<file path="config.mk">
export PLATFORM = sky130hd
export DESIGN_NAME = hcr_device_flat
export DESIGN_NICKNAME = d
export VERILOG_FILES = /design/src/hw/hcr_pkg.sv /design/src/hw/hcr_link_if.sv /design/src/hw/hcr_device.sv /design/src/flat_wrapper.sv
export VERILOG_INCLUDE_DIRS = /design/src /design/src/hw
export SDC_FILE = /design/constraint.sdc
export NUM_CORES = 1
export LEC_CHECK = 0
export ABC_CLOCK_PERIOD_IN_PS = 11000
export BUFFER_PORTS_ARGS = -buffer_cell sky130_fd_sc_hd__buf_2
export CAP_MARGIN = 25
export CORE_ASPECT_RATIO = 1.2
export CORE_UTILIZATION = 35
export CTS_BUF_LIST = sky130_fd_sc_hd__clkbuf_8
export CTS_CLUSTER_SIZE = 20
export DETAILED_ROUTE_END_ITERATION = 7
export GPL_TIMING_DRIVEN = 0
export PLACE_DENSITY_LB_ADDON = 0.15
export SYNTH_ARGS = -nofsm -noshare
export SYNTH_HDL_FRONTEND = slang
export SYNTH_SLANG_ARGS = --single-unit
</file>
<file path="constraint.sdc">
create_clock -name ref_clk -period 11 [get_ports ref_clk]
set_clock_uncertainty 0.2 [all_clocks]
set_input_delay 2.2 -clock ref_clk [delete_from_list [all_inputs] [get_ports ref_clk]]
set_output_delay 2.2 -clock ref_clk [all_outputs]
set_load 0.01 [all_outputs]
</file>
<file path="src/hw/hcr_cfg.svh">
`ifndef HCR_CFG_SVH
`define HCR_CFG_SVH
// ----------------------------------------------------------------
// register map
// ----------------------------------------------------------------
`define HCR_REG_DISP1    16'h0038
`define HCR_REG_DISP2    16'h0039
`define HCR_REG_SELECT   16'h0043
`define HCR_REG_RUNCMD   16'h0045
// ----------------------------------------------------------------
// command word bits and selector codes
// ----------------------------------------------------------------
`define HCR_OP_RUN       0
`define HCR_OP_MODE      1
`define HCR_OP_ARST      2
`define HCR_SEL_TEMP     4'h1
`define HCR_SEL_COND     4'h2
`define HCR_SEL_PRESS    4'h3
// ----------------------------------------------------------------
// frame layout
// ----------------------------------------------------------------
`define HCR_FC_READ      8'h04
`define HCR_FC_WRITE     8'h10
`define HCR_BYTE_COUNT   8'h02
`define HCR_QTY_ONE      16'h0001
`define HCR_REQ_LEN      4'h6
`define HCR_RD_RSP_LEN   4'h5
`define HCR_LRC_LEN      4'h1
`define HCR_CRC_LEN      4'h2
`define HCR_CRC_INIT     16'hFFFF
`define HCR_CRC_POLY     16'hA001
`define HCR_CH_COLON     8'h3A
`define HCR_CH_CR        8'h0D
`define HCR_CH_LF        8'h0A
`define HCR_CH_0         8'h30
`define HCR_CH_9         8'h39
`define HCR_CH_UA        8'h41
`define HCR_CH_UF        8'h46
`define HCR_CH_ALPHA     8'h37
// ----------------------------------------------------------------
// timing
// ----------------------------------------------------------------
`define HCR_CLK_HZ       40000000
`define HCR_TICKS_PER_S  1000
`define HCR_MONITOR_S    180
`define HCR_RSP_TIMEOUT  4000
`endif

</file>
<file path="src/hw/hcr_pkg.sv">
package hcr_pkg;
`include "hcr_cfg.svh"

  typedef enum logic [2:0] {
    TX_HEAD, TX_BODY, TX_CS0, TX_CS1, TX_CR, TX_LF
  } hcr_tx_ph_t;

  typedef struct packed {
    logic            busy;
    hcr_tx_ph_t      ph;
    logic [3:0]      idx;
    logic [3:0]      len;
    logic [15:0]     cs;
    logic            nib;
    logic [7:0][7:0] bytes_;
    logic [7:0]      data;
    logic            valid;
    logic            last;
  } hcr_tx_t;

  typedef struct packed {
    logic [7:0][7:0] bytes_;
    logic [3:0]      cnt;
    logic [15:0]     cs;
    logic [3:0]      hi;
    logic            nib;
    logic            open;
    logic            done;
    logic            ok;
  } hcr_rx_t;

  typedef struct packed {
    hcr_tx_t     tx;
    hcr_rx_t     rx;
    logic [7:0]  sel;
    logic [2:0]  op;
    logic        host_mode;
    logic        run;
    logic        arst;
    logic        alarm;
    logic [19:0] pre;
    logic [23:0] cnt;
    logic [15:0] disp1;
    logic [15:0] disp2;
  } hcr_dev_t;

  typedef struct packed {
    hcr_tx_t     tx;
    hcr_rx_t     rx;
    logic        busy;
    logic        wr;
    logic [15:0] tmo;
    logic        rsp_valid;
    logic        rsp_ok;
    logic [15:0] rsp_data;
  } hcr_host_t;

  function automatic logic [15:0] hcr_cs_init(input logic ascii);
    return ascii ? 16'h0000 : `HCR_CRC_INIT;
  endfunction

  // crc residue over data plus crc is zero; lrc sum likewise
  function automatic logic [15:0] hcr_cs_step(input logic ascii,
      input logic [15:0] c, input logic [7:0] b);
    logic [15:0] r;
    r = c ^ {8'h00, b};
    for (int i = 0; i < 8; i++) begin
      r = r[0] ? ((r >> 1) ^ `HCR_CRC_POLY) : (r >> 1);
    end
    return ascii ? {8'h00, 8'(c[7:0] + b)} : r;
  endfunction

  function automatic logic [7:0] hcr_hex_char(input logic [3:0] v);
    return (v < 4'hA) ? 8'(`HCR_CH_0 + v) : 8'(`HCR_CH_ALPHA + v);
  endfunction

  function automatic logic [4:0] hcr_hex_val(input logic [7:0] ch);
    if (ch >= `HCR_CH_0 && ch <= `HCR_CH_9)
      return {1'b1, ch[3:0]};
    if (ch >= `HCR_CH_UA && ch <= `HCR_CH_UF)
      return {1'b1, 4'(ch[3:0] + 4'h9)};
    return 5'h00;
  endfunction

  function automatic hcr_tx_t hcr_tx_start(input logic ascii,
      input logic [7:0][7:0] b, input logic [3:0] len);
    hcr_tx_t n;
    n = '0;
    n.busy = 1'b1;
    n.ph = ascii ? TX_HEAD : TX_BODY;
    n.len = len;
    n.cs = hcr_cs_init(ascii);
    n.bytes_ = b;
    return n;
  endfunction

  function automatic hcr_tx_t hcr_tx_step(input hcr_tx_t s,
      input logic ascii);
    hcr_tx_t n;
    logic [7:0] b;
    logic [7:0] lrc;
    n = s;
    n.valid = 1'b0;
    n.last = 1'b0;
    b = s.bytes_[s.idx[2:0]];
    lrc = 8'(~s.cs[7:0] + 8'h01);
    if (s.busy) begin
      n.valid = 1'b1;
      case (s.ph)
        TX_HEAD: begin
          n.data = `HCR_CH_COLON;
          n.ph = TX_BODY;
        end
        TX_BODY: begin
          n.data = ascii ? hcr_hex_char(s.nib ? b[3:0] : b[7:4]) : b;
          n.nib = ascii & ~s.nib;
          if (!ascii || s.nib) begin
            n.cs = hcr_cs_step(ascii, s.cs, b);
            n.idx = s.idx + 4'h1;
            if (n.idx == s.len)
              n.ph = TX_CS0;
          end
        end
        TX_CS0: begin
          n.data = ascii ? hcr_hex_char(lrc[7:4]) : s.cs[7:0];
          n.ph = TX_CS1;
        end
        TX_CS1: begin
          n.data = ascii ? hcr_hex_char(lrc[3:0]) : s.cs[15:8];
          n.ph = TX_CR;
          n.last = ~ascii;
          n.busy = ascii;
        end
        TX_CR: begin
          n.data = `HCR_CH_CR;
          n.ph = TX_LF;
        end
        TX_LF: begin
          n.data = `HCR_CH_LF;
          n.last = 1'b1;
          n.busy = 1'b0;
        end
        default: begin
          n.valid = 1'b0;
          n.busy = 1'b0;
        end
      endcase
    end
    return n;
  endfunction

  function automatic hcr_rx_t hcr_rx_step(input hcr_rx_t s,
      input logic ascii, input logic v, input logic [7:0] d,
      input logic last);
    hcr_rx_t n;
    logic [4:0] h;
    logic store;
    logic [7:0] b;
    n = s;
    n.done = 1'b0;
    h = hcr_hex_val(d);
    store = 1'b0;
    b = d;
    if (v && ascii) begin
      if (d == `HCR_CH_COLON) begin
        n.open = 1'b1;
        n.cnt = 4'h0;
        n.nib = 1'b0;
        n.cs = hcr_cs_init(1'b1);
      end else if (d == `HCR_CH_LF) begin
        n.done = s.open;
        n.open = 1'b0;
      end else if (h[4] && s.open) begin
        store = s.nib;
        b = {s.hi, h[3:0]};
        n.hi = h[3:0];
        n.nib = ~s.nib;
      end else if (d != `HCR_CH_CR) begin
        n.open = 1'b0;
      end
    end else if (v) begin
      if (!s.open) begin
        n.cnt = 4'h0;
        n.cs = hcr_cs_init(1'b0);
      end
      store = 1'b1;
      n.open = ~last;
      n.done = last;
    end
    if (store) begin
      if (!n.cnt[3])
        n.bytes_[n.cnt[2:0]] = b;
      if (n.cnt != 4'hF)
        n.cnt = n.cnt + 4'h1;
      n.cs = hcr_cs_step(ascii, n.cs, b);
    end
    n.ok = ascii ? (n.cs[7:0] == 8'h00) : (n.cs == 16'h0000);
    return n;
  endfunction

  function automatic logic [15:0] hcr_pick(input logic [3:0] sel,
      input logic [15:0] t, input logic [15:0] c, input logic [15:0] p);
    case (sel)
      `HCR_SEL_TEMP:  return t;
      `HCR_SEL_COND:  return c;
      `HCR_SEL_PRESS: return p;
      default:        return 16'h0000;
    endcase
  endfunction

endpackage

</file>
<file path="src/hw/hcr_link_if.sv">
`timescale 1ns/1ps
interface hcr_link_if;
  logic [7:0] h2d_data;
  logic       h2d_valid;
  logic       h2d_last;
  logic [7:0] d2h_data;
  logic       d2h_valid;
  logic       d2h_last;

  modport dev (
    input  h2d_data, h2d_valid, h2d_last,
    output d2h_data, d2h_valid, d2h_last
  );
  modport host (
    output h2d_data, h2d_valid, h2d_last,
    input  d2h_data, d2h_valid, d2h_last
  );
endinterface // hcr_link_if

</file>
<file path="src/hw/hcr_device.sv">
// Notes on behaviour
// - command bit 0 runs or stops unit in host mode
// - mode bit rising enters host mode, sticks until local_mode_req
// - reset bit rising gives one alarm reset in host mode
// - low nibble feeds display one, high two
// - codes none, temperature, conductivity, pressure
// - function 16 writes selector at 0043h
// - write answer echoes address, function, register, value
// - function 4 reads display one at 0038h
// - read answer: address, function, count, value, checksum
// - ascii hex pairs with lrc, rtu crc
// - watchdog counts only in host mode
// - silence for monitor time raises alarm
// - alarm alone does not stop operation
// - valid message clears alarm automatically
// - optional stop on alarm; restart needs start
// - host sends messages within watchdog time
// - temperature signed, tenth degree per count
`timescale 1ns/1ps
`include "hcr_cfg.svh"
module hcr_device
  import hcr_pkg::*;
#(
  parameter int TICK_CYCLES   = `HCR_CLK_HZ / `HCR_TICKS_PER_S,
  parameter int MONITOR_TICKS = `HCR_MONITOR_S * `HCR_TICKS_PER_S
) (
  // clock, reset, enable
  input  wire logic        ref_clk,
  input  wire logic        reset_n,
  input  wire logic        ce,
  // link
  hcr_link_if.dev          link,
  // configuration
  input  wire logic [7:0]  slave_addr,
  input  wire logic        ascii_mode,
  input  wire logic        wd_enable,
  input  wire logic        stop_on_alarm,
  input  wire logic        local_mode_req,
  // measurements
  input  wire logic [15:0] temp_value,
  input  wire logic [15:0] cond_value,
  input  wire logic [15:0] press_value,
  // unit status
  output logic             run_active,
  output logic             host_mode,
  output logic             alarm_reset,
  output logic             link_loss_alarm,
  output logic [15:0]      display_value_one,
  output logic [15:0]      display_value_two
);

  // ----------------------------------------------------------------
  // parameter checks
  // ----------------------------------------------------------------
  if (TICK_CYCLES < 1 || TICK_CYCLES >= (1 << 20)) begin : g_bad_tick
    $error("hcr_device: TICK_CYCLES out of range");
  end
  if (MONITOR_TICKS < 1 || MONITOR_TICKS >= (1 << 24)) begin : g_bad_mon
    $error("hcr_device: MONITOR_TICKS out of range");
  end

  localparam logic [19:0] TICK_LAST = 20'(TICK_CYCLES - 1);
  localparam logic [23:0] MON_LAST  = 24'(MONITOR_TICKS - 1);

  hcr_dev_t s;
  hcr_dev_t next_s;

  // ----------------------------------------------------------------
  // frame decode helpers
  // ----------------------------------------------------------------
  logic [7:0][7:0] rb;
  logic [7:0][7:0] ans;
  logic [3:0]      plen;
  logic [15:0]     reg_a;
  logic [15:0]     val;
  logic [15:0]     rd;
  logic [2:0]      new_op;
  logic            hit;
  logic            req_ok;
  logic            rd_ok;
  logic            eff_mode;

  always_comb begin
    rb = s.rx.bytes_;
    plen = s.rx.cnt - (ascii_mode ? `HCR_LRC_LEN : `HCR_CRC_LEN);
    reg_a = {rb[2], rb[3]};
    val = {rb[4], rb[5]};
    hit = s.rx.done && s.rx.ok && rb[0] == slave_addr;
    req_ok = hit && plen == `HCR_REQ_LEN && !s.tx.busy;
    new_op = val[2:0];
    eff_mode = s.host_mode | (new_op[`HCR_OP_MODE] & ~s.op[`HCR_OP_MODE]);
    rd_ok = 1'b1;
    case (reg_a)
      `HCR_REG_DISP1:  rd = s.disp1;
      `HCR_REG_DISP2:  rd = s.disp2;
      `HCR_REG_SELECT: rd = {8'h00, s.sel};
      `HCR_REG_RUNCMD: rd = {13'h0000, s.op};
      default: begin
        rd = 16'h0000;
        rd_ok = 1'b0;
      end
    endcase
    ans = '0;
    ans[0] = rb[0];
    ans[1] = rb[1];
    ans[2] = `HCR_BYTE_COUNT;
    ans[3] = rd[15:8];
    ans[4] = rd[7:0];
  end

  // ----------------------------------------------------------------
  // next state
  // ----------------------------------------------------------------
  always_comb begin
    next_s = s;
    next_s.arst = 1'b0;
    next_s.tx = hcr_tx_step(s.tx, ascii_mode);
    next_s.rx = hcr_rx_step(s.rx, ascii_mode, link.h2d_valid,
                            link.h2d_data, link.h2d_last);
    next_s.disp1 = hcr_pick(s.sel[3:0], temp_value, cond_value,
                            press_value);
    next_s.disp2 = hcr_pick(s.sel[7:4], temp_value, cond_value,
                            press_value);

    if (req_ok && rb[1] == `HCR_FC_WRITE) begin
      if (reg_a == `HCR_REG_SELECT) begin
        next_s.sel = val[7:0];
        next_s.tx = hcr_tx_start(ascii_mode, rb, `HCR_REQ_LEN);
      end else if (reg_a == `HCR_REG_RUNCMD) begin
        next_s.op = new_op;
        next_s.host_mode = eff_mode;
        if (eff_mode) begin
          next_s.run = new_op[`HCR_OP_RUN];
          next_s.arst = new_op[`HCR_OP_ARST] & ~s.op[`HCR_OP_ARST];
        end
        next_s.tx = hcr_tx_start(ascii_mode, rb, `HCR_REQ_LEN);
      end
    end else if (req_ok && rb[1] == `HCR_FC_READ && val == `HCR_QTY_ONE
                 && rd_ok) begin
      next_s.tx = hcr_tx_start(ascii_mode, ans, `HCR_RD_RSP_LEN);
    end

    // local panel takes the unit back out of host mode
    if (local_mode_req) begin
      next_s.host_mode = 1'b0;
    end

    // ----------------------------------------------------------------
    // link-loss watchdog
    // ----------------------------------------------------------------
    // idle outside host mode
    if (!s.host_mode || !wd_enable) begin
      next_s.pre = 20'h00000;
      next_s.cnt = 24'h000000;
      next_s.alarm = 1'b0;
    end else if (hit) begin
      next_s.pre = 20'h00000;
      next_s.cnt = 24'h000000;
      next_s.alarm = 1'b0;
    end else if (s.pre == TICK_LAST) begin
      next_s.pre = 20'h00000;
      if (s.cnt == MON_LAST) begin
        next_s.alarm = 1'b1;
      end else begin
        next_s.cnt = s.cnt + 24'h000001;
      end
    end else begin
      next_s.pre = s.pre + 20'h00001;
    end

    if (next_s.alarm && !s.alarm && stop_on_alarm) begin
      next_s.run = 1'b0;
    end
  end

  // ----------------------------------------------------------------
  // state register
  // ----------------------------------------------------------------
  always_ff @(posedge ref_clk) begin
    if (!reset_n) begin
      s <= '0;
    end else if (ce) begin
      s <= next_s;
    end
  end

  // ----------------------------------------------------------------
  // outputs
  // ----------------------------------------------------------------
  assign link.d2h_data    = s.tx.data;
  assign link.d2h_valid   = s.tx.valid & ce;
  assign link.d2h_last    = s.tx.last & ce;
  assign run_active       = s.run;
  assign host_mode        = s.host_mode;
  assign alarm_reset      = s.arst;
  assign link_loss_alarm  = s.alarm;
  assign display_value_one = s.disp1;
  assign display_value_two = s.disp2;

endmodule // hcr_device

</file>
<file path="src/flat_wrapper.sv">
// flat-port wrapper written by rule: the top's interface ports become plain ports
module hcr_device_flat import hcr_pkg::*;
#(
  parameter int TICK_CYCLES   = `HCR_CLK_HZ / `HCR_TICKS_PER_S,
  parameter int MONITOR_TICKS = `HCR_MONITOR_S * `HCR_TICKS_PER_S
)
  (ref_clk, reset_n, ce, slave_addr, ascii_mode, wd_enable, stop_on_alarm, local_mode_req, temp_value, cond_value, press_value, run_active, host_mode, alarm_reset, link_loss_alarm, display_value_one, display_value_two, link_h2d_data, link_h2d_valid, link_h2d_last, link_d2h_data, link_d2h_valid, link_d2h_last);
  hcr_link_if link_i ();
  input  wire logic ref_clk;
  input  wire logic reset_n;
  input  wire logic ce;
  input  wire logic [7:0] slave_addr;
  input  wire logic ascii_mode;
  input  wire logic wd_enable;
  input  wire logic stop_on_alarm;
  input  wire logic local_mode_req;
  input  wire logic [15:0] temp_value;
  input  wire logic [15:0] cond_value;
  input  wire logic [15:0] press_value;
  output logic run_active;
  output logic host_mode;
  output logic alarm_reset;
  output logic link_loss_alarm;
  output logic [15:0] display_value_one;
  output logic [15:0] display_value_two;
  input wire logic [$bits(link_i.h2d_data)-1:0] link_h2d_data;
  input wire logic [$bits(link_i.h2d_valid)-1:0] link_h2d_valid;
  input wire logic [$bits(link_i.h2d_last)-1:0] link_h2d_last;
  output wire logic [$bits(link_i.d2h_data)-1:0] link_d2h_data;
  output wire logic [$bits(link_i.d2h_valid)-1:0] link_d2h_valid;
  output wire logic [$bits(link_i.d2h_last)-1:0] link_d2h_last;
  assign link_i.h2d_data = link_h2d_data;
  assign link_i.h2d_valid = link_h2d_valid;
  assign link_i.h2d_last = link_h2d_last;
  assign link_d2h_data = link_i.d2h_data;
  assign link_d2h_valid = link_i.d2h_valid;
  assign link_d2h_last = link_i.d2h_last;
  hcr_device #(.TICK_CYCLES(TICK_CYCLES), .MONITOR_TICKS(MONITOR_TICKS)) u_core (.ref_clk(ref_clk), .reset_n(reset_n), .ce(ce), .link(link_i), .slave_addr(slave_addr), .ascii_mode(ascii_mode), .wd_enable(wd_enable), .stop_on_alarm(stop_on_alarm), .local_mode_req(local_mode_req), .temp_value(temp_value), .cond_value(cond_value), .press_value(press_value), .run_active(run_active), .host_mode(host_mode), .alarm_reset(alarm_reset), .link_loss_alarm(link_loss_alarm), .display_value_one(display_value_one), .display_value_two(display_value_two));
endmodule
</file>
# Word-level counts from Yosys, hierarchy flattened
# Cells that the tools add are included.
# classes
magnitude_cmp,10
n_reduce_logical,47
addsub,15
bitwise_logic,35
muxes,100
n_eq_ne,34
# op_table
cell,count
$mux W103,4
$mux W16,20
$mux W20,6
$mux W8,13
$pmux W16 S3,2
$mux W45,2
$bwmux W64,1
$pmux W16 S4,1
$mux W24,2
$not A2 Y3,16
$pmux W8 S6,1
$add A6 B4 Y7 const A,6
$mux W17,2
$eq A16 B6 Y1 const B,2
$eq A16 B7 Y1 const B,2
$xor A16 B8 Y16,2
$add A24 B1 Y24 const B,1
$bmux W8 S3,1
$demux W8 S3,1
$eq A24 B18 Y1 const B,1
$mux W1,23
$add A20 B1 Y20 const B,1
$eq A20 B16 Y1 const B,1
$mux W5,4
other kinds (55),126
# totals
in_bits,73
output_inout_bits,46
elab_cells,283
ff_bits,286

# Logic depth before layout (Yosys ltp)
# Gate-level depths: netlist of run 1.
# depth
word_depth,32
depth_mapped,21
ltp_nobuf,20

# Least setup slack after synthesis of run 1
# OpenSTA, ideal clock, no wires.
# synth_path
path_type,input -> register
start,input link_h2d_data[0]
end,register u_core.s[91] (netlist name)
cell_stages,21
arrival_ps,6034
t_required_ps,10725
setup_time_ps,75
setup_slack_ps,4690
n_path_buf,1
cell_sequence,inv_1 ha_1 inv_1 o32a_1 a32o_2 and2_1 nand2_1 nor3_1 a21oi_1 inv_1 ha_1 clkbuf_1 a21oi_1 nand2_1 a221o_1 a221oi_1 nor2b_1 o21bai_1 a31oi_1 nand3_1 o22ai_1
# synth_between
elab_chain_cells,26
word_cells_on_any_way,50
cone_classes,2 x add/sub; 4 x order compare; 2 x eq/ne; 28 x mux; 9 x bitwise; 5 x reduce/logical
# synth_lines
item,line,text
from (decl),flat_wrapper.sv:26,input wire logic [$bits(link_i.h2d_data)-1:0] link_h2d_data;
$ge A8 B7 Y1 (no source line) or $le A8 B7 Y1 (tied branches),-,
$logic_and A1 B1 Y1 (no source line),-,
$mux W1 (2 in a row),hcr_pkg.sv:80,if (ch >= `HCR_CH_UA && ch <= `HCR_CH_UF)
$mux W5,hcr_pkg.sv:82,return 5'h00;
$mux W5,hcr_pkg.sv:80,
$logic_and A1 B1 Y1,hcr_pkg.sv:173,end else if (h[4] && s.open) begin
$mux W8,hcr_pkg.sv:173,
$mux W8,hcr_pkg.sv:170,end else if (d == `HCR_CH_LF) begin
[... 4 more ...],-,
$mux W16 or $not A2 Y3 (tied branches) (3 in a row),-,
$not A2 Y3 (no source line) or $mux W16 (tied branches),-,
$mux W16 or $not A2 Y3 (tied branches) (4 in a row),-,
$mux W16,hcr_pkg.sv:68,r = r[0] ? ((r >> 1) ^ `HCR_CRC_POLY) : (r >> 1);
$mux W16,hcr_pkg.sv:70,"return ascii ? {8'h00, 8'(c[7:0] + b)} : r;"
$mux W20 (*),hcr_pkg.sv:190,if (store) begin
$logic_not A16 Y1,hcr_pkg.sv:197,n.ok = ascii ? (n.cs[7:0] == 8'h00) : (n.cs == 16'h0000);
$mux W1 (*),hcr_pkg.sv:197,
to (signal assigned),hcr_device.sv:183,s <= next_s;
to (decl),hcr_device.sv:65,hcr_dev_t s;
# Every way passes the cells marked *; elsewhere a longest branch is shown, timed or not. The select of a mux whose other input is x is not followed.
# A chain may end at the register's enable or synchronous reset.

# Final worst setup path of run 1
# layout_path
start,input ce
end,output link_d2h_last
# layout_between
elab_chain_cells,1
# layout_lines
item,line,text
from (decl),flat_wrapper.sv:11,input wire logic ce;
$and A1 B1 Y1,hcr_device.sv:192,assign link.d2h_last = s.tx.last & ce;
to (decl),flat_wrapper.sv:31,output wire logic [$bits(link_i.d2h_last)-1:0] link_d2h_last;
# No other way between the ends.

==> run metrics, run 1 <==
vertical die dimension 232 um; cell count after synthesis 1854; total global-route track usage 23.9%; DRC violations left 0; most used cells in the layout excluding fill and tap cells nor2_1 (328), dfxtp_1 (285), a21oi_1 (137), buf_2 (134), nand2_1 (132); NumNets Final 2136; post-CTS setup buffer count 0; Finish-stage setup viols 0; flop-to-flop setup slack 5920 ps; number of distinct library cells after synthesis 94; CTS tree done; number of flops mapped to enable cells by yosys 0; required time at the worst-slack endpoint 8600 ps; netlist area before placement 15400 um2; Placer Congestion 0.915; Fin. Hold Viols 0; total number of vias 14539; maximum net fanout on the critical path 10; count of yosys warnings during synthesis 0; final number of max-transition violations 0; slowest cell delay on critical path 690 ps; post-place setup slack 3820 ps; transition time at the pin with the least slew margin 1030 ps; total I/O pin count 119; most used flip-flop cell after synthesis dfxtp_1; fin worst setup slack 3950 ps; Crit Path Class in -> out; placement-stage cell area 16700 um2; clock-pin slew on the worst setup and hold paths 60 ps; WP buf/inv 5; detailed-router iteration count before antenna repair 8; Num CTS Buffers 50; area added between synthesis and finish 15.6%; buffer levels on the longest clock path 3; Mapped Nets 1965; max_cap viols 0; cell with the biggest individual delay on the critical path clkbuf_1; type of destination of the critical path output pin; fraction of layout instances using a drive strength above 1 16.3%; launch point of the critical path ce; Worst Reg-to-Reg Cells 18; CP startpoint kind input pin; arrival time reported for the critical path endpoint 4650 ps; setup repair after global routing missed its margin false; Met2 Routed Length 26.9 mm; Critical Path End link_d2h_last; met3 routed WL 2.46 mm; sum of routed wire segments on met1 23.0 mm; CTS H-Tree Depth 2; FF-to-FF End u_core.s[91]; count of port buffers added during placement 114; residual antenna-violating net count after detailed routing 0; top routing layer in use met4; Clock Tree Root clkbuf_8; Worst Hold Class reg -> reg; average detailed-routed wire length per instance 20.7 um; vias in the first global route 13988; delay-heaviest family, CP buffers and inverters; most frequent cell on the critical path clkbuf_1; Seq cells post-synth 285; source-to-sink clock delay at the later pin of the worst-skew pair 640 ps; Pwr Density 134 nW/um2; total gr overflow 0; most common cell after layout, fill and taps aside nor2_1; width of the die 194 um; accumulated negative setup slack 0 ps; maximum achievable frequency 142 MHz; detailed-route vias per instance 5.56; origin of the critical flop-to-flop path u_core.s[93]; global-route wire length before repair 83.3 mm; Avg Synthesized Cell Area 8.32 um2; core area 43100 um2; hold_buf cts 0; cell chain of the critical path buf_2, clkbuf_1, clkbuf_1, clkbuf_1, and2_1, buf_2; initial drt markers 1224; clk sinks 285; Synth async-reset ratio 0%; Resized cells post-CTS 0; hpwl dp 40.2 mm; maximum resistive drop on vdd 0.0942 mV; final critical-path required period 7050 ps; number of placement rows 83; die area 44900 um2; Rel. slew slack 30.7%; run status complete, no violations; wire length reported by the detailed router 54.1 mm; starting density of the core 35.8%; total leakage power 6.73 nW; number of antenna repair diodes 0; initial antenna violation count 0; final design area excluding fillers 17800 um2; post-route clock period utilization 64.1%; post-synthesis sequential area ratio 37.0%; largest net degree at the start of global routing 14; Critical Path Stages 6
worst min-delay path, delay by kind of cell (launching register included):
kind	cells	cell delay [ps]
AO/OA/AOI/OAI	1	50
flip-flops	1	310
AND/OR/NAND/NOR	1	50
metrics by stage:
step                std cells  util [%]  power [mW]  hold WS [ps]
finish                   2616      41.4        2.39           256
CTS                      2616      41.4        2.42           258
global route             2616      41.4        2.49           278
floorplan                1854         -        1.26           220
global placement         2520      38.7        1.35           244
detailed placement       2525      38.9        1.35           252
power by group:
group          switching, mW  leakage, nW  internal [mW]  total [mW]
registers             0.0121         2.30           1.04        1.06
clock network          0.468        0.615          0.586        1.05
logic                  0.181         3.81          0.102       0.283
per-layer routing:
metal / up-vias / GRT usage [%]
li1: 6973 / -
met2: 451 / 42.5
met4: 0 / 9.20
met3: 101 / 2.88
met5: - / 0
met1: 7014 / 29.3
layout make-up:
type	instances	area, um2
clock buffer	70	963
clock inverter	21	120
fill	4428	25300
buffer	161	822
sequential	285	5710
timing repair buffer	119	611
tap	552	691
inverter	41	154
multi-input combinational	1367	8760
how the worst min path moves through the flow:
stage | start | endpoint | slack, ps | cells past startpoint
final | u_core.s[225] | u_core.s[225] | 260 | 2
after global placement | u_core.s[218] | u_core.s[218] | 240 | 2
after global routing | u_core.s[225] | u_core.s[225] | 280 | 2
after detailed placement | u_core.s[225] | u_core.s[225] | 250 | 2
after CTS | u_core.s[225] | u_core.s[225] | 260 | 2
after floorplan | u_core.s[220] | u_core.s[220] | 220 | 2
cells in the mapped netlist, types with 5 or more instances:
master / number / area share, %
mux2_2: 12 / 0.88
xor2_1: 54 / 3.1
or3_1: 6 / 0.24
mux2i_1: 49 / 3.2
buf_4: 45 / 2.2
and3_1: 29 / 1.2
nor3b_1: 7 / 0.34
mux4_2: 16 / 2.3
nor4_1: 13 / 0.53
inv_1: 39 / 0.95
clkbuf_1: 86 / 2.1
o21ai_0: 69 / 2.2
dfxtp_1: 285 / 37
xnor2_1: 53 / 3.0
buf_1: 6 / 0.15
nand2_1: 132 / 3.2
a21oi_1: 139 / 4.5
and2_1: 13 / 0.53
nor3_4: 5 / 0.53
nor2_1: 328 / 8.0
a22o_1: 6 / 0.34
nand4_1: 12 / 0.49
a221oi_1: 10 / 0.57
ha_1: 36 / 2.9
buf_2: 20 / 0.65
o211ai_1: 13 / 0.63
o21a_1: 8 / 0.39
a31oi_1: 15 / 0.61
nand3_1: 35 / 1.1
nor3_1: 36 / 1.2
a22oi_1: 53 / 2.6
a211oi_1: 76 / 3.7
nand2b_1: 9 / 0.36
a222oi_1: 21 / 1.4
nor2b_1: 9 / 0.36
state kept, by name (all words and copies together) (netlist names), 3 cells and up:
name                      cells
u_core.ans                   16
u_core.display_value_one     16
u_core.display_value_two     16
u_core.link.d2h_data          8
u_core.new_op                 3
u_core.rb                    45
u_core.s                    177
logic make-up after synthesis:
family	count (synthesis)	synth area share, %
mux	77	6.39
buf+inv	202	6.33
xor+xnor	107	6.07
flops	285	37.0
compound gates	469	20.5
fa+ha+maj	38	3.18
simple gates	676	20.6
Power figures use the tool's default switching activity.
==> inputs of run 2 (changes only) <==
ABC_CLOCK_PERIOD_IN_PS = 7000   (was 11000)
clock period = 7 ns   (was 11 ns; I/O delays follow)
==> run 2 against run 1 <==
Net effect: via count shrank 0.21%; design area unchanged; count of clock-buffer cells in the layout did not move; total power is 57% higher; die area is the same; register-to-register slack got worse by 4000 ps; largest cell class unchanged; largest power group unchanged.
==> run metrics, run 2 (synthesized netlist as in run 1, its figures left out) <==
Most Crowded Layer GR met2; average detailed-routed wire length per instance 20.7 um (+0.12%); buffer levels on the longest clock path 3 (unchanged); type of destination of the critical path flop; CP startpoint kind input pin; Num CTS Buffers 50 (unchanged); clk sinks 285 (unchanged); Worst Reg-to-Reg Cells 18 (unchanged); count of port buffers added during placement 114 (unchanged); hold_buf cts 0 (unchanged); total leakage power 6.73 nW (unchanged); number of antenna repair diodes 0 (unchanged); maximum resistive drop on vdd 0.149 mV (+58%); detailed-route vias per instance 5.55 (-0.21%); flip-flop count of the largest register, all copies and words added 177 (unchanged); post-place setup slack 620 ps (-3200 ps); Finish-stage setup viols 0 (unchanged); run status complete, no violations; Worst Hold Depth 2 (unchanged); largest net degree at the start of global routing 14 (unchanged); met2 usage in global routing 42.6% (+0.090 points); vertical die dimension 232 um (unchanged); source-to-sink clock delay at the later pin of the worst-skew pair 640 ps (about the same); maximum net fanout on the critical path 8 (-2); starting density of the core 35.8% (unchanged); final number of max-transition violations 0 (unchanged); most common cell after layout, fill and taps aside nor2_1; fraction of layout instances using a drive strength above 1 16.3% (unchanged); met1 usage in global routing 29.3% (about the same); Fin. Hold Viols 0 (unchanged); Placer Congestion 0.915 (unchanged); NumNets Final 2136 (unchanged); CTS tree done; post-CTS setup buffer count 0 (unchanged); residual antenna-violating net count after detailed routing 0 (unchanged); final core utilization 41.4% (unchanged); initial antenna violation count 0 (unchanged); Worst Hold Class reg -> reg; total I/O pin count 119 (unchanged); Crit Path Class in -> reg; CTS H-Tree Depth 2 (unchanged); vias in the first global route 13985 (-0.021%); area added between synthesis and finish 15.6% (unchanged); most used cells in the layout excluding fill and tap cells nor2_1 (328), dfxtp_1 (285), a21oi_1 (137), buf_2 (134), nand2_1 (132); clock-pin slew on the worst setup and hold paths 70 ps (about the same); post-route clock period utilization 84.0%; total global-route track usage 23.9% (about the same); final critical-path required period 5880 ps; required time at the worst-slack endpoint 7360 ps (-1240 ps); transition time at the pin with the least slew margin 1070 ps (+33.8 ps); Rel. slew slack 28.4% (-2.3 points); max_cap viols 0 (unchanged); met3 Use GR 2.85% (-0.029 points); hpwl dp 40.2 mm (unchanged); global-route wire length before repair 83.3 mm (about the same); Pwr Density 211 nW/um2 (+57%); largest register by flop count u_core.s; number of placement rows 83 (unchanged); die area 44900 um2 (unchanged); fin worst setup slack 1120 ps (-2820 ps); core area 43100 um2 (unchanged); initial drt markers 1190 (-2.8%); total number of vias 14509 (-0.21%); Clock Tree Root clkbuf_8; maximum achievable frequency 170 MHz; detailed-router iteration count before antenna repair 7 (-1); setup repair after global routing missed its margin false; width of the die 194 um (unchanged); total gr overflow 0 (unchanged); DRC violations left 0 (unchanged); arrival time reported for the critical path endpoint 6240 ps (+1590 ps); Resized cells post-CTS 0 (unchanged); wire length reported by the detailed router 54.1 mm (+0.12%)
## run 2: metrics by stage
step	setup TNS, ps	hold slack [ps]	total power [mW]	instance area, um2	instances
after floorplan	0	220	1.98	15400	1854
after global placement	-289	244	2.12	16700	2520
after detailed placement	0	252	2.13	16700	2525
after CTS	0	258	3.80	17800	2616
after global routing	0	278	3.92	17800	2616
final	0	256	3.76	17800	2616
## run 2: path summary, 6_finish.rpt
kind                    startpoint            end  slack (ps)
setup reg to reg      u_core.s[93]   u_core.s[91]        1930
setup / recovery  link_h2d_data[0]   u_core.s[91]        1120
hold / removal       u_core.s[225]  u_core.s[225]         260
hold reg to reg      u_core.s[225]  u_core.s[225]         260
## run 2: cell type report
| type | count | area (um2) |
|---|---|---|
| fill | 4428 | 25300 |
| multi-input combinational | 1367 | 8760 |
| sequential | 285 | 5710 |
| clock buffer | 70 | 963 |
| buffer | 161 | 822 |
| tap | 552 | 691 |
| timing repair buffer | 119 | 611 |
| inverter | 41 | 154 |
| clock inverter | 21 | 120 |
## run 2: where the power goes
part	total, mW	internal [mW]	switching (mW)
clock	1.66	0.921	0.738
sequential	1.66	1.64	0.0190
combinational	0.444	0.160	0.284
## run 2: critical path, stage by stage
cell      delay [ps]
buf_2            140
inv_1            100
ha_1             180
nand3b_1         150
nor3_1           230
o21ai_1          300
and2_1           280
nand2_1          190
nor3_1            80
a21oi_1          480
inv_1            100
ha_1             330
clkbuf_1         240
a21oi_1          180
nand2_1          100
a221o_1          370
a221oi_1         570
nor2b_1          200
o21bai_1          70
a31oi_1          250
nand3_1          110
o22ai_1          180
## run 2: per-layer routing
layer,share of wire (%),vias to the layer above
li1,-,6961
met5,0,-
met1,42,7011
met3,4.8,94
met4,3.0,0
met2,50,443
==> inputs of run 3 (changes only) <==
ABC_CLOCK_PERIOD_IN_PS = 4710   (was 7000)
clock period = 4.71 ns   (was 7 ns; I/O delays follow)
==> run 3 against run 2 <==
Net effect: worst hold slack got worse by 6.7 ps; sequential power increased by 48%; design area up 1.4%; core utilization increased by 0.57 points; sequential cell count stayed put; combinational power increased by 73%; sequential share of layout area down 0.43 points; cell count grew 0.38%; via count barely moved; largest cell class unchanged; total power rose by 50%.
==> run metrics, run 3 (synthesized netlist as in run 1, its figures left out) <==
area added between synthesis and finish 17.1%; total I/O pin count 119 (unchanged); number of placement rows 83 (unchanged); placement-stage cell area 16800 um2 (+0.22%); maximum achievable frequency 217 MHz; buffer levels on the longest clock path 3 (unchanged); residual antenna-violating net count after detailed routing 0 (unchanged); met1 usage in global routing 29.0% (-0.27 points); CTS H-Tree Depth 2 (unchanged); final design area excluding fillers 18100 um2 (+1.4%); vias in the first global route 14316 (+2.4%); width of the die 194 um (unchanged); Clock Tree Root clkbuf_8; CP startpoint kind input pin; vertical die dimension 232 um (unchanged); Most Crowded Layer GR met2; largest register by flop count u_core.s; detailed-router iteration count before antenna repair 7 (unchanged); met2 usage in global routing 43.6% (+0.95 points); clock-pin slew on the worst setup and hold paths 60 ps (about the same); total global-route track usage 24.2% (+0.33 points); CTS tree done; Layout fillers 4414 (-0.32%); Crit Path Class in -> reg; required time at the worst-slack endpoint 5060 ps (-2300 ps); global-route wire length before repair 84.4 mm (+1.3%); met3 Use GR 3.17% (+0.32 points); source of the worst hold timing path u_core.s[228]; NumNets Final 2146 (+0.47%); most used cells in the layout excluding fill and tap cells nor2_1 (327), dfxtp_1 (285), a21oi_1 (135), buf_2 (134), nand2_1 (131); Finish-stage setup viols 0 (unchanged); final number of max-transition violations 0 (unchanged); most common cell after layout, fill and taps aside nor2_1; maximum resistive drop on vdd 0.183 mV (+23%); starting density of the core 35.8% (unchanged); post-place setup slack -1160 ps (-1780 ps); core area 43100 um2 (unchanged); type of destination of the critical path flop; clk sinks 285 (unchanged); total leakage power 6.82 nW (+1.3%); count of port buffers added during placement 114 (unchanged); fraction of layout instances using a drive strength above 1 17.8% (+1.5 points); largest net degree at the start of global routing 15 (+1); total number of vias 14498 (-0.076%); total gr overflow 0 (unchanged); origin of the critical flop-to-flop path u_core.s[278]; hpwl dp 40.7 mm (+1.3%); initial drt markers 1207 (+1.4%); run status complete, no violations; max_cap viols 0 (unchanged); wire length reported by the detailed router 54.9 mm (+1.5%); average detailed-routed wire length per instance 20.9 um (+1.1%); post-layout power 5.65 mW (+50%); transition time at the pin with the least slew margin 997 ps (-71.2 ps); Worst Hold Class reg -> reg; Fin. Hold Viols 0 (unchanged); source-to-sink clock delay at the later pin of the worst-skew pair 640 ps (about the same); Num CTS Buffers 50 (unchanged); Rel. slew slack 33.5% (+5.1 points); arrival time reported for the critical path endpoint 4970 ps (-1270 ps); flip-flop count of the largest register, all copies and words added 177 (unchanged); Pwr Density 313 nW/um2 (+48%); DRC violations left 0 (unchanged); initial antenna violation count 0 (unchanged); die area 44900 um2 (unchanged); detailed-route vias per instance 5.52 (-0.46%); Placer Congestion 0.930 (+1.7%); maximum net fanout on the critical path 8 (unchanged); fin worst setup slack 92.8 ps (-1030 ps); launch point of the critical path link_h2d_data[0]; post-route clock period utilization 98.0%; hold_buf cts 0 (unchanged); final critical-path required period 4620 ps; number of antenna repair diodes 0 (unchanged); setup repair after global routing missed its margin true
run 3: worst paths after layout:
check	to	slack, ps	cells past startpoint
min	u_core.s[228]	250	2
max reg2reg	u_core.s[258]	300	15
min reg2reg	u_core.s[228]	250	2
max	u_core.s[91]	90	22
run 3: layout make-up:
type	count	area (um2)	share of cell area [%]
Clock buffer	66	908	5.03
Inverter	41	154	0.852
Timing Repair Buffer	129	686	3.79
Clock inverter	25	155	0.858
Multi-Input combinational cell	1367	8940	49.5
Buffer	161	828	4.58
Tap cell	552	691	3.82
Sequential cell	285	5710	31.6
run 3: what timing repair did:
action                                  in CTS  in global routing
setup buffers                                8                  5
endpoints found under the setup margin       6                  8
pin swaps                                    5                  4
hold endpoints to repair                     0                  0
resized for setup                           11                 13
run 3: stage by stage:
stage / util, % / instances / hold slack (ps) / setup TNS [ps]
2_1_floorplan: - / 1854 / 220 / -22.9
3_5_place_dp: 38.9 / 2522 / 248 / -7580
6_report: 41.9 / 2626 / 249 / 0
4_1_cts: 41.7 / 2621 / 254 / 0
5_1_grt: 41.9 / 2626 / 280 / -120
3_3_place_gp: 38.9 / 2520 / 240 / -10060
run 3: per-layer routing:
| metal | vias to the layer above | routed length (um) |
|---|---|---|
| met5 | - | 0 |
| met4 | 0 | 2030 |
| met3 | 125 | 2250 |
| met2 | 398 | 27500 |
| met1 | 7005 | 23200 |
| li1 | 6970 | - |
run 3: where the power goes:
part,internal [mW],switching [mW]
sequential,2.44,0.0261
clock,1.32,1.11
combinational,0.306,0.463
total,4.06,1.60
run 3: worst max-delay path: stages:
cell and delay, ps:
buf_2 160, inv_1 110, ha_1 180, inv_1 40
o32a_1 350, a32o_2 310, and2_4 160, nand2_2 160
nor3_1 110, a21oi_4 160, inv_1 80, ha_1 320
clkbuf_4 210, a21oi_1 140, nand2_1 100, a221o_1 390
a221oi_4 310, nor2b_1 190, o21bai_1 90, a31oi_2 190
nand3_1 110, o22ai_1 170
